File: config.mk
export PLATFORM = sky130hd
export DESIGN_NAME = flash_program_boot_control
export DESIGN_NICKNAME = d
export VERILOG_FILES = /design/src/verilog/flash_ctrl_pkg.sv /design/src/verilog/crc32_step.sv /design/src/verilog/flash_program_boot_control.sv /design/src/verilog/op_timer.sv
export SDC_FILE = /design/constraint.sdc
export NUM_CORES = 1
export LEC_CHECK = 0
export BUFFER_PORTS_ARGS = -buffer_cell sky130_fd_sc_hd__clkbuf_2
export CORE_MARGIN = 2
export CORE_UTILIZATION = 40
export CTS_BUF_LIST = sky130_fd_sc_hd__clkbuf_2
export DETAILED_ROUTE_END_ITERATION = 10
export PLACE_DENSITY_LB_ADDON = 0.05
export SLEW_MARGIN = 20
export SYNTH_ARGS = -nofsm -noshare
export SYNTH_HDL_FRONTEND = slang
export SYNTH_HIERARCHICAL = 1
export SYNTH_SLANG_ARGS = --single-unit
File: constraint.sdc
create_clock -name clock -period 17.85 [get_ports clock]
set_clock_uncertainty 0.05 [all_clocks]
set_input_delay 4.4625 -clock clock [delete_from_list [all_inputs] [get_ports clock]]
set_output_delay 4.4625 -clock clock [all_outputs]
set_load 0.1 [all_outputs]
File: src/verilog/flash_ctrl_pkg.sv
// constants, types and register map for the flash program and boot control block
package flash_ctrl_pkg;
   // ---------------------------------------------------------------
   // array geometry
   // ---------------------------------------------------------------
   localparam int sector_bytes = 1024;
   localparam int page_bytes = 64;
   localparam int addr_w = 14;
   localparam int max_sectors = 16;
   localparam int loader_bytes = 512;
   // ---------------------------------------------------------------
   // register offsets on the plain port
   // ---------------------------------------------------------------
   localparam logic [3:0] ctrl_off = 4'h0;
   localparam logic [3:0] data_off = 4'h1;
   localparam logic [3:0] addr_lo_off = 4'h2;
   localparam logic [3:0] addr_hi_off = 4'h3;
   localparam logic [3:0] crc0_off = 4'h4;
   localparam logic [3:0] crc1_off = 4'h5;
   localparam logic [3:0] crc2_off = 4'h6;
   localparam logic [3:0] crc3_off = 4'h7;
   localparam logic [3:0] secure_off = 4'h8;
   localparam logic [3:0] boot_off = 4'h9;
   // ---------------------------------------------------------------
   // control register fields
   // ---------------------------------------------------------------
   localparam int cmd_lsb = 0;
   localparam int busy_bit = 4;
   localparam int blocked_bit = 5;
   localparam int refused_bit = 6;
   localparam int done_bit = 7;
   // ---------------------------------------------------------------
   // timing
   // ---------------------------------------------------------------
   localparam int clock_hz = 40_000_000;
   localparam int op_time_us = 2000;
   localparam int op_cycles = op_time_us * (clock_hz / 1_000_000);
   // ---------------------------------------------------------------
   // boot
   // ---------------------------------------------------------------
   localparam logic [15:0] reset_start = 16'h0000;
   localparam logic [7:0] boot_low = 8'h00;
   localparam logic [7:0] vec_4k = 8'h0F;
   localparam logic [7:0] vec_8k = 8'h1F;
   localparam logic [7:0] vec_16k = 8'h3F;
   localparam logic [31:0] crc_poly = 32'h04C1_1DB7;
   localparam logic [31:0] crc_seed = 32'hFFFF_FFFF;

   typedef enum logic [2:0] {
      cmd_none, cmd_load, cmd_program, cmd_erase_byte,
      cmd_erase_page, cmd_erase_sector, cmd_crc_sector, cmd_crc_all
   } cmd_e;

   typedef struct packed {
      logic wr;
      logic rd;
      logic [addr_w-1:0] addr;
      logic [7:0] wdata;
   } array_req_s;
endpackage : flash_ctrl_pkg

File: src/verilog/crc32_step.sv
// one byte step of a 32-bit crc
`timescale 1ns/1ps
module crc32_step import flash_ctrl_pkg::*; (
   input wire logic [31:0] crc_in,
   input wire logic [7:0] data,
   output logic [31:0] crc_out
);
   logic [31:0] stage [0:8];
   assign stage[0] = crc_in ^ {data, 24'h00_0000};
   genvar i;
   // shift per bit
   generate
      for (i = 0; i < 8; i++) begin : g_bit
         assign stage[i+1] = stage[i][31] ? ({stage[i][30:0], 1'b0} ^ crc_poly)
                                          : {stage[i][30:0], 1'b0};
      end
   endgenerate
   assign crc_out = stage[8];
endmodule : crc32_step

File: src/verilog/flash_program_boot_control.sv
// flash program, erase, protection, crc and boot address control
// Contract
// - code flash in 1 kB sectors of 64-byte pages, four/eight/sixteen sectors
// - page buffer programs one to 64 bytes in one operation
// - erase by sector, page or single byte
// - code-space data reads refused in secured sectors
// - 32-bit crc over one sector or all user code
// - low supply below 2.4 V blocks erase and program
// - each program or erase finishes within 2 ms, internally timed; a program adds its 64 page-write cycles before the 2 ms wait
// - programming through control/status, data and two address registers
// - boot status zero starts execution at 0000H
// - nonzero boot status starts at boot vector high, 00H low
// - default boot vector 0FH, 1FH or 3FH by size
// - forced loader entry at power-on acts like nonzero boot status
// - shipped loader sits in upper 512 bytes, erasable
// - two config bytes captured at power-up, fixed afterwards
// - one security byte per sector guards only that sector; the code keeps one set-only protect bit per sector
// - serial port programming by hardware plus loader firmware
`timescale 1ns/1ps
module flash_program_boot_control import flash_ctrl_pkg::*; #(
   parameter int sectors = max_sectors,
   parameter int op_count = op_cycles
) (
   input wire logic clock,
   input wire logic reset,
   input wire logic [3:0] reg_addr,
   input wire logic [7:0] reg_wdata,
   input wire logic reg_write,
   input wire logic reg_read,
   output logic [7:0] reg_rdata,
   input wire logic low_supply,
   input wire logic force_loader,
   input wire logic boot_status,
   input wire logic [7:0] boot_vector,
   input wire logic [7:0] user_config_byte_one_in,
   input wire logic [7:0] user_config_byte_two_in,
   input wire logic code_read,
   input wire logic [addr_w-1:0] code_addr,
   output logic code_read_ok,
   output logic code_read_refused,
   output logic [15:0] start_address,
   output logic start_valid,
   output logic [7:0] user_config_byte_one,
   output logic [7:0] user_config_byte_two,
   output array_req_s array_req,
   input wire logic [7:0] array_rdata,
   output logic busy
);
   // ---------------------------------------------------------------
   // geometry checks and derived constants
   // ---------------------------------------------------------------
   initial if (sectors != 4 && sectors != 8 && sectors != 16)
      $error("flash_program_boot_control: sectors must be 4, 8 or 16");
   localparam int top_addr = sectors * sector_bytes - 1;
   localparam logic [7:0] default_vector = (sectors == 4) ? vec_4k :
                                           (sectors == 8) ? vec_8k : vec_16k;
   localparam int loader_base = sectors * sector_bytes - loader_bytes;
   // default entry must land inside the shipped loader
   initial if ({default_vector, boot_low} < 16'(loader_base))
      $error("flash_program_boot_control: default vector outside loader area");

   // ---------------------------------------------------------------
   // pin synchronisers (three stages, second and third must agree)
   // ---------------------------------------------------------------
   logic [2:0] supply_sync_reg;
   logic [2:0] force_sync_reg;
   logic supply_low_reg;
   always_ff @(posedge clock or posedge reset) begin
      if (reset) begin
         supply_sync_reg <= 3'h0;
         force_sync_reg <= 3'h0;
      end else begin
         supply_sync_reg <= {supply_sync_reg[1:0], low_supply};
         force_sync_reg <= {force_sync_reg[1:0], force_loader};
      end
   end
   // filtered supply level
   always_ff @(posedge clock or posedge reset) begin
      if (reset) supply_low_reg <= 1'b1;
      else if (supply_sync_reg[1] == supply_sync_reg[2]) supply_low_reg <= supply_sync_reg[2];
   end
   wire force_agree = force_sync_reg[1] & force_sync_reg[2];

   // ---------------------------------------------------------------
   // power-up capture: boot address and config bytes
   // ---------------------------------------------------------------
   logic [2:0] capture_cnt_reg;
   logic [15:0] start_reg;
   logic [7:0] cfg1_reg;
   logic [7:0] cfg2_reg;
   // capture waits until the third stage of the forced pin has settled
   wire capture_now = (capture_cnt_reg == 3'h3);
   wire [7:0] vector_used = (boot_vector == 8'h00) ? default_vector : boot_vector;
   // zero status starts at reset vector
   // nonzero status uses vector high byte
   // forced loader behaves as nonzero status
   // blank vector falls back to top sector default
   // forced entry hands the core to the serial loader
   wire [15:0] start_next = (boot_status | force_agree) ? {vector_used, boot_low} : reset_start;
   always_ff @(posedge clock or posedge reset) begin
      if (reset) capture_cnt_reg <= 3'h0;
      else if (capture_cnt_reg != 3'h4) capture_cnt_reg <= capture_cnt_reg + 3'h1;
   end
   // config captured once after reset, read-only later
   always_ff @(posedge clock or posedge reset) begin
      if (reset) begin
         start_reg <= reset_start;
         cfg1_reg <= 8'h00;
         cfg2_reg <= 8'h00;
      end else if (capture_now) begin
         start_reg <= start_next;
         cfg1_reg <= user_config_byte_one_in;
         cfg2_reg <= user_config_byte_two_in;
      end
   end
   assign start_address = start_reg;
   assign start_valid = (capture_cnt_reg == 3'h4);
   assign user_config_byte_one = cfg1_reg;
   assign user_config_byte_two = cfg2_reg;

   // ---------------------------------------------------------------
   // registers and page buffer
   // ---------------------------------------------------------------
   typedef enum {st_idle, st_pulse, st_program, st_crc} state_e;
   state_e state_reg;
   logic [7:0] data_reg;
   logic [addr_w-1:0] addr_reg;
   logic [2:0] cmd_reg;
   logic [max_sectors-1:0] secure_reg;
   logic blocked_reg, refused_reg, done_reg;
   logic [7:0] page_buf [0:page_bytes-1];
   logic [page_bytes-1:0] buf_valid_reg;
   logic [5:0] prog_idx_reg;
   logic [31:0] crc_reg;
   logic [addr_w-1:0] crc_end_reg;
   logic [7:0] rdata_reg;
   logic [addr_w-1:0] array_addr_reg;
   logic array_wr_reg, array_rd_reg, crc_rd_pend_reg;
   logic [7:0] array_wdata_reg;
   logic timer_start;
   logic timer_expired;

   wire wr_ctrl = reg_write && reg_addr == ctrl_off;
   wire wr_data = reg_write && reg_addr == data_off;
   wire wr_alo = reg_write && reg_addr == addr_lo_off;
   wire wr_ahi = reg_write && reg_addr == addr_hi_off;
   wire wr_sec = reg_write && reg_addr == secure_off;
   wire [2:0] cmd_req = reg_wdata[cmd_lsb +: 3];
   wire idle = (state_reg == st_idle);
   wire is_write_cmd = cmd_req inside {cmd_program, cmd_erase_byte, cmd_erase_page,
                                       cmd_erase_sector};
   // low supply refuses every write or erase
   wire block_req = wr_ctrl && idle && is_write_cmd && supply_low_reg;
   wire drop_req = wr_ctrl && !idle && cmd_req != cmd_none;
   wire start_req = wr_ctrl && idle && cmd_req != cmd_none && !block_req;
   wire [5:0] page_off = addr_reg[5:0];
   wire [3:0] addr_sector = addr_reg[13:10];

   op_timer #(.cycles(op_count)) u_timer (
      .clock(clock),
      .reset(reset),
      .start(timer_start),
      .expired(timer_expired)
   );
   wire [31:0] crc_step_out;
   crc32_step u_crc (
      .crc_in(crc_reg),
      .data(array_rdata),
      .crc_out(crc_step_out)
   );

   // page buffer holds one to 64 bytes per page
   always_ff @(posedge clock) begin
      if (wr_data && idle) page_buf[page_off] <= reg_wdata;
   end

   // address, data, security bits
   always_ff @(posedge clock or posedge reset) begin
      if (reset) begin
         data_reg <= 8'h00;
         addr_reg <= '0;
         secure_reg <= '0;
      end else begin
         if (wr_data && idle) data_reg <= reg_wdata;
         if (wr_alo && idle) addr_reg[7:0] <= reg_wdata;
         if (wr_ahi && idle) addr_reg[addr_w-1:8] <= reg_wdata[addr_w-9:0];
         // one protect bit per sector, set-only until reset
         if (wr_sec) secure_reg[reg_wdata[3:0]] <= 1'b1;
      end
   end

   // status flags; hardware set wins over software clear
   always_ff @(posedge clock or posedge reset) begin
      if (reset) begin
         blocked_reg <= 1'b0;
         refused_reg <= 1'b0;
      end else begin
         if (block_req) blocked_reg <= 1'b1;
         else if (wr_ctrl && !reg_wdata[blocked_bit]) blocked_reg <= 1'b0;
         if (drop_req) refused_reg <= 1'b1;
         else if (wr_ctrl && !reg_wdata[refused_bit]) refused_reg <= 1'b0;
      end
   end

   // ---------------------------------------------------------------
   // operation sequencer
   // ---------------------------------------------------------------
   wire [addr_w-1:0] page_base = {addr_reg[addr_w-1:6], 6'h00};
   // sector field above the page field
   wire [addr_w-1:0] sect_base = {addr_sector, 10'h000};
   wire [addr_w-1:0] pulse_addr = (cmd_reg == cmd_erase_page) ? page_base :
                                  (cmd_reg == cmd_erase_sector) ? sect_base : addr_reg;
   // one load on entry to the pulse state, never while it runs
   assign timer_start = (start_req && cmd_req inside {cmd_erase_byte, cmd_erase_page,
                         cmd_erase_sector}) || (state_reg == st_program && prog_idx_reg == 6'h3F);
   always_ff @(posedge clock or posedge reset) begin
      if (reset) begin
         state_reg <= st_idle;
         cmd_reg <= cmd_none;
         done_reg <= 1'b0;
         buf_valid_reg <= '0;
         prog_idx_reg <= 6'h00;
         crc_reg <= crc_seed;
         crc_end_reg <= '0;
         array_addr_reg <= '0;
         array_wr_reg <= 1'b0;
         array_rd_reg <= 1'b0;
         crc_rd_pend_reg <= 1'b0;
         array_wdata_reg <= 8'h00;
      end else begin
         array_wr_reg <= 1'b0;
         array_rd_reg <= 1'b0;
         crc_rd_pend_reg <= array_rd_reg;
         if (wr_data && idle) buf_valid_reg[page_off] <= 1'b1;
         case (state_reg)
            st_idle: if (start_req) begin
               cmd_reg <= cmd_req;
               done_reg <= 1'b0;
               case (cmd_req)
                  cmd_erase_byte, cmd_erase_page, cmd_erase_sector: state_reg <= st_pulse;
                  cmd_program: begin
                     prog_idx_reg <= 6'h00;
                     state_reg <= st_program;
                  end
                  // crc over one sector or whole space
                  cmd_crc_sector: begin
                     crc_reg <= crc_seed;
                     array_addr_reg <= sect_base;
                     crc_end_reg <= sect_base + addr_w'(sector_bytes - 1);
                     state_reg <= st_crc;
                  end
                  cmd_crc_all: begin
                     crc_reg <= crc_seed;
                     array_addr_reg <= '0;
                     crc_end_reg <= addr_w'(top_addr);
                     state_reg <= st_crc;
                  end
                  default: done_reg <= 1'b1;
               endcase
            end
            // each pulse spaced by the internal timer
            st_pulse: if (timer_expired) begin
               // the closing wait of a page program writes nothing
               array_wr_reg <= (cmd_reg != cmd_program);
               array_addr_reg <= pulse_addr;
               array_wdata_reg <= data_reg;
               state_reg <= st_idle;
               done_reg <= 1'b1;
               buf_valid_reg <= '0;
            end
            // every loaded byte of the page written in one operation
            st_program: begin
               if (buf_valid_reg[prog_idx_reg]) begin
                  array_wr_reg <= 1'b1;
                  array_addr_reg <= {addr_reg[addr_w-1:6], prog_idx_reg};
                  array_wdata_reg <= page_buf[prog_idx_reg];
               end
               prog_idx_reg <= prog_idx_reg + 6'h01;
               if (prog_idx_reg == 6'h3F) state_reg <= st_pulse;
            end
            st_crc: begin
               if (!array_rd_reg && !crc_rd_pend_reg) array_rd_reg <= 1'b1;
               if (crc_rd_pend_reg) begin
                  crc_reg <= crc_step_out;
                  if (array_addr_reg == crc_end_reg) begin
                     state_reg <= st_idle;
                     done_reg <= 1'b1;
                  end else array_addr_reg <= array_addr_reg + addr_w'(1);
               end
            end
            default: state_reg <= st_idle;
         endcase
      end
   end

   // ---------------------------------------------------------------
   // array port, secured reads, busy
   // ---------------------------------------------------------------
   // array request straight from the sequencer flops
   assign array_req = '{wr: array_wr_reg, rd: array_rd_reg, addr: array_addr_reg,
                        wdata: array_wdata_reg};
   assign busy = !idle;
   wire code_sec = secure_reg[code_addr[13:10]];
   assign code_read_ok = code_read && !code_sec && code_addr <= addr_w'(top_addr);
   assign code_read_refused = code_read && !code_read_ok;

   wire [7:0] ctrl_view = {done_reg, refused_reg, blocked_reg, busy, 1'b0, cmd_reg};
   wire [7:0] rdata_next = (reg_addr == ctrl_off) ? ctrl_view :
                           (reg_addr == data_off) ? data_reg :
                           (reg_addr == addr_lo_off) ? addr_reg[7:0] :
                           (reg_addr == addr_hi_off) ? {2'b00, addr_reg[addr_w-1:8]} :
                           (reg_addr == crc0_off) ? crc_reg[7:0] :
                           (reg_addr == crc1_off) ? crc_reg[15:8] :
                           (reg_addr == crc2_off) ? crc_reg[23:16] :
                           (reg_addr == crc3_off) ? crc_reg[31:24] :
                           (reg_addr == secure_off) ? secure_reg[7:0] :
                           (reg_addr == boot_off) ? start_reg[15:8] : 8'h00;
   always_ff @(posedge clock or posedge reset) begin
      if (reset) rdata_reg <= 8'h00;
      else if (reg_read) rdata_reg <= rdata_next;
      else rdata_reg <= 8'h00;
   end
   assign reg_rdata = rdata_reg;

   // ---------------------------------------------------------------
   // assertions
   // ---------------------------------------------------------------
   secure_refuse_a: assert property (@(posedge clock) disable iff (reset)
      code_read && secure_reg[code_addr[13:10]] |-> code_read_refused)
      else $error("secured read not refused");
   low_supply_a: assert property (@(posedge clock) disable iff (reset)
      supply_low_reg && idle |-> ##1 !array_req.wr)
      else $error("write while supply low");
   busy_drop_a: assert property (@(posedge clock) disable iff (reset)
      !idle && wr_ctrl |=> $stable(cmd_reg) || state_reg != st_pulse)
      else $error("request taken while busy");
   boot_zero_a: assert property (@(posedge clock) disable iff (reset)
      start_valid && $past(capture_now) && !$past(boot_status) && !$past(force_agree)
      |-> start_address == reset_start)
      else $error("boot status zero not at reset vector");
   boot_vec_a: assert property (@(posedge clock) disable iff (reset)
      capture_now && boot_status && boot_vector != 8'h00 |=> start_address == {$past(boot_vector), boot_low})
      else $error("boot vector address wrong");
   config_fixed_a: assert property (@(posedge clock) disable iff (reset)
      start_valid && $past(start_valid) |-> $stable(user_config_byte_one))
      else $error("config byte changed after power-up");
   blocked_flag_a: assert property (@(posedge clock) disable iff (reset)
      block_req |=> blocked_reg && idle)
      else $error("blocked request not flagged");
   crc_start_a: assert property (@(posedge clock) disable iff (reset)
      start_req && cmd_req == cmd_crc_all |=> state_reg == st_crc && crc_reg == crc_seed)
      else $error("crc not started");
endmodule : flash_program_boot_control

File: src/verilog/op_timer.sv
// timer that spaces one program or erase pulse
`timescale 1ns/1ps
module op_timer import flash_ctrl_pkg::*; #(
   parameter int cycles = op_cycles
) (
   input wire logic clock,
   input wire logic reset,
   input wire logic start,
   output logic expired
);
   initial if (cycles < 1) $error("op_timer: cycles must be positive");
   logic [31:0] count_reg;
   // countdown, expired pulses on final cycle
   always_ff @(posedge clock or posedge reset) begin
      if (reset) count_reg <= 32'h0000_0000;
      else if (start) count_reg <= 32'(cycles);
      else if (count_reg != 32'h0000_0000) count_reg <= count_reg - 32'h0000_0001;
   end
   assign expired = (count_reg == 32'h0000_0001);
endmodule : op_timer
After elaboration in Yosys (flattened, before gate mapping)
Memories as Yosys holds them, arrays and structs flattened. Index checks and enable logic that the tools add are counted.

Memories kept: 1. Bits of input ports: 66. Word-level logic and storage cells: 233. Output and inout port bits: 68. Bits in writable memories: 512. Flip-flop bits (word level): 299.

Memory list: page_buf (depth 64, width 8, rd ports 1, clocked after memory_dff 0, wr ports 1, RTL line flash_program_boot_control.sv:131) `logic [7:0] page_buf [0:page_bytes-1];`.

Equal/unequal tests: 40. Add/sub/neg operators: 5. Bitwise gates (word level): 13. Mux-type cells: 78. Reduce and logical (&&, ||, !) cells: 62. $lt $le $gt $ge: 7.

Operators by type and width (number): $mux 32 (10); $mux 27 (8); $mux 64 (3); $pmux 32 s4 (1); $mux 8 (14); $not 14->14 (8); $pmux 32 s3 (1); $mux 14 (5); $eq 32x1->1 const B (2); $eq 32x2->1 const B (2); $logic_not 32->1 (2); $or 64x64->64 (1); $pmux 32 s2 (1); $pmux 14 s2 (2); $pmux 14 s4 (1); $eq 32x3->1 const B (1); $reduce_bool 32->1 (1); $sub 32x1->32 const B (1); $xor 32x32->32 (1); $logic_and 1x1->1 (25); $eq 3x3->1 const B (7); $mux 10 (2); $mux 1 (19); $ne 2x2->1 const B (9); 50 further kinds (78).

Longest topological paths before layout
Word-level depth: 19. Depth in mapped cells: 12. Mapped depth without buffers: 9.

By module
Netlist, hierarchy kept.

Modules (own cells, without submodules): flash_program_boot_control (seq. area each 20921.3 um^2, area each 30445.4 um^2, times used 1, cells each 1878); op_timer (seq. area each 800.8 um^2, area each 1737.9 um^2, times used 1, cells each 184); crc32_step (seq. area each 0.0 um^2, area each 832.0 um^2, times used 1, cells each 72).

Least setup slack after synthesis
OpenSTA, ideal clock, no wires.

Path kind: input-to-output. Start: in code_addr[10]. End: out code_read_ok. Buffers on the path: 0. Data arrival time: 6.754 ns. Data required time: 13.338 ns. Stages: 3. Path slack: 6.583 ns. Path through: mux4_2 mux4_2 nor2b_1.

Word-level cells in the longest chain between the ends: 5. Elaborated cells on any way between the ends: 6. Those cells by class: order compare (1); mux (2); reduce/logical (3).

RTL lines: start, declared (RTL line flash_program_boot_control.sv:38) `input wire logic [addr_w-1:0] code_addr,`; parallel branches: the longest is 4 deep, another holds $le 14x14->1; $logic_and 1x1->1 (*) (RTL line flash_program_boot_control.sv:304) `assign code_read_ok = code_read && !code_sec && code_addr <= addr_w'(top_addr);`; end, declared (RTL line flash_program_boot_control.sv:39) `output logic code_read_ok,`.

Every way passes the cells marked *. The select of a mux whose other input is x is not followed.

Final worst setup path
Same ends and word-level chain as after synthesis.

==> flow_metrics.py <==
metrics = {
    "detailed_routing": {
        "first_iter_violations": 1413,
        "wl_per_cell_um": 24.3,
        "dr_wl_met2_um": 41700,
        "wl_um": 87500,
        "vias": 19600,
        "routed.top_layer": "met4",
        "wl_met3_um": 3890,
        "drt-met1-wl_um": 40200,
        "vias_per_cell": 5.44,
        "drc": 0,
        "postRouteAntennaNets": 0,
        "drtPass1Iterations": 5,
    },
    "global_route": {
        "overflow": 0,
        "grt_usage": 0.209,
        "grt_max_degree": 82,
        "grt_pass1_wl_um": 131000,
        "antenna_found_initial": 3,
        "grt_pass1_vias": 20200,
    },
    "worst_setup_path": {
        "r2r_slack_ps": 13370,
        "critPathTopFamily": "multiplexers",
        "path_cells": "clkbuf_2 -> mux4_2 -> mux4_2 -> nor2b_1 -> clkbuf_2",
        "path_class": "input port to output pin",
        "rr_startpoint": "prog_idx_reg[1]",
        "start_kind": "input port",
        "crit_required_ps": 13340,
        "worstReg2RegEnd": "array_wdata_reg[3]",
        "rr_worst_depth": 8,
        "critPathMaxFanout": 4,
        "slowest_delay_ps": 530,
        "cp.arrival_ps": 6270,
        "crit_buf_inv": 2,
        "crit_path_start": "code_addr[10]",
        "end_kind": "output pin",
        "cp_slowest_cell": "mux4_2",
    },
    "die": {
        "dieArea_um2": 84900,
        "io_pins": 134,
        "die_y_um": 291,
        "start_util": 0.403,
        "rows": 105,
        "dieWidth_um": 291,
        "core_area_um2": 81800,
    },
    "cells_and_area": {
        "drive_above_1_share": 0.307,
        "nets": 2439,
        "fillers": 7520,
        "area.growth.synth_to_final_pct": 10.6,
        "final_cell_mix": "edfxtp_1 (512), clkbuf_2 (428), dfrtp_1 (216)",
        "layout_commonest_cell": "edfxtp_1",
        "largest_reg_flops": 512,
        "final-instance-count-excl-fill": 3597,
    },
    "pwr": {
        "ir_drop_v": 0.0000483,
        "power_mw": 3.30,
        "powerDensity_nw_per_um2": 90.4,
        "p_leak_nw": 13.4,
    },
    "placement": {
        "gp_congestion": 0.815,
        "port_buffers": 115,
        "hpwlAfterDp_um": 54100,
        "dp.cells": 3226,
        "place_ws_ps": 7060,
    },
    "timing": {
        "grt_setup_unrepaired": "no",
        "relSlewSlack": 0.269,
        "layout_min_cycle_time_ps": 10780,
        "hold_viol": 0,
        "min_period_over_period": 0.604,
        "worst_slack_ps": 7070,
        "finalSetupTns_ps": 0,
        "setup_violations": 0,
        "drv_slew": 0,
        "timing.fmax_mhz": 92.8,
        "worst_slew_pin_slew_ps": 1100,
    },
    "clock_tree": {
        "max-clock-path-buffers": 3,
        "cts-buffers-inserted": 201,
        "hold_buffers": 0,
        "clk_pin_slew_ps": 110,
        "clkSinkCount": 764,
        "cts_htree_levels": 4,
        "cts-root-buf": "clkbuf_2",
        "post_cts_buffers": 0,
        "cts_resized": 0,
        "worstSkewPairLatency_ps": 1470,
        "cts_tree": "done",
    },
    "logic_synthesis": {
        "synth_area_leaders": "edfxtp_1 (47%), dfrtp_1 (17%), mux4_2 (11%), dfstp_2 (2.6%), nor2_1 (1.9%)",
        "ys.flop_type": "edfxtp_1",
        "async_flop_share": 0.330,
        "synth_edf_count": 512,
        "syn_avg_cell_area_um2": 15.5,
        "synth_cells": 2134,
        "ys_seq_area_frac": 0.658,
        "yosysTopAreaCell": "edfxtp_1",
        "yosys_warnings": 6,
        "ys_types": 84,
        "syn_area_um2": 33000,
        "synth_top_area_share": 0.466,
        "ys_ff_latch": 764,
    },
    "status": {
        "run_status": "complete, no violations",
    },
    "hold_path": {
        "hp-start": "supply_sync_reg[1]",
        "worstHoldPathType": "register to register",
        "min_to": "supply_sync_reg[2]",
        "holdPathStages": 0,
    },
    "run": {
        "drv_cap": 0,
    },
}
==> Yosys cell counts (17+ instances only) <==
library cell and instances:
or4_1 17, clkbuf_1 72, or3_1 21, buf_4 19
inv_1 68, o21ai_0 68, a22oi_1 18, a21oi_1 50
nor2_1 165, buf_2 21, nor2b_1 23, mux4_2 162
mux2_2 49, dfstp_2 33, a31oi_1 36, nor4_1 18
mux2i_1 25, edfxtp_1 512, xnor2_1 51, nand3_1 47
nand2_1 101, o21a_1 69, dfrtp_1 219
==> worst reg2reg max path: stages, from the launching register on <==
cell and delay [ps]:
dfrtp_4 810, buf_4 580, buf_4 670, mux4_2 380, nor2_1 40, o31ai_1 500
a211o_1 350, and3_1 680, mux2_4 350
==> power breakdown <==
part / leakage [nW] / switching, mW / internal, mW / total (mW)
logic: 4.13 / 0.118 / 0.0421 / 0.160
registers: 7.79 / 0.00542 / 1.90 / 1.91
clock network: 1.44 / 0.754 / 0.481 / 1.24
==> worst max path at each step <==
stage	cells after the start	slack, ps	to
final	5	7070	code_read_ok
after global routing	5	7010	code_read_ok
after CTS	5	7060	code_read_ok
after detailed placement	5	7060	code_read_ok
after global placement	5	7060	code_read_ok
after floorplan	3	6580	code_read_ok
==> through the flow <==
step | cell area [um^2] | hold slack (ps) | utilization
2_1_floorplan | 33000 | 281 | -
3_3_place_gp | 34600 | 288 | 0.423
3_5_place_dp | 34600 | 286 | 0.423
4_1_cts | 36500 | 269 | 0.446
5_1_grt | 36500 | 268 | 0.446
6_report | 36500 | 283 | 0.446
==> per-layer routing <==
| metal | GRT usage | vias to the layer above |
|---|---|---|
| met3 | 0.0396 | 131 |
| met1 | 0.292 | 10200 |
| met5 | 0 | - |
| li1 | - | 8777 |
| met4 | 0.0679 | 0 |
| met2 | 0.330 | 513 |
==> kinds of logic (layout without fill, tap and decap cells) <==
kind of cell | count (synthesis) | in the layout | share of synthesized area
other cells | 1 | 14 | 0.000114
xor+xnor | 83 | 83 | 0.0281
mux | 247 | 247 | 0.140
compound gates | 357 | 357 | 0.0738
flops | 764 | 764 | 0.658
fa+ha+maj | 15 | 15 | 0.00561
simple gates | 467 | 467 | 0.0680
buf+inv | 200 | 580 | 0.0266
==> area by class of cell <==
cell class                 count  area [um^2]  area share
antenna                        6         15.0    0.000411
clock buffer                 314         1570      0.0430
clock inverter                51          300     0.00822
inverter                      70          270     0.00740
multi-input combinational   1177        10500       0.287
sequential                   764        21700       0.595
tap                         1070         1340      0.0367
timing repair buffer         145          817      0.0224
Power figures use the tool's default switching activity.
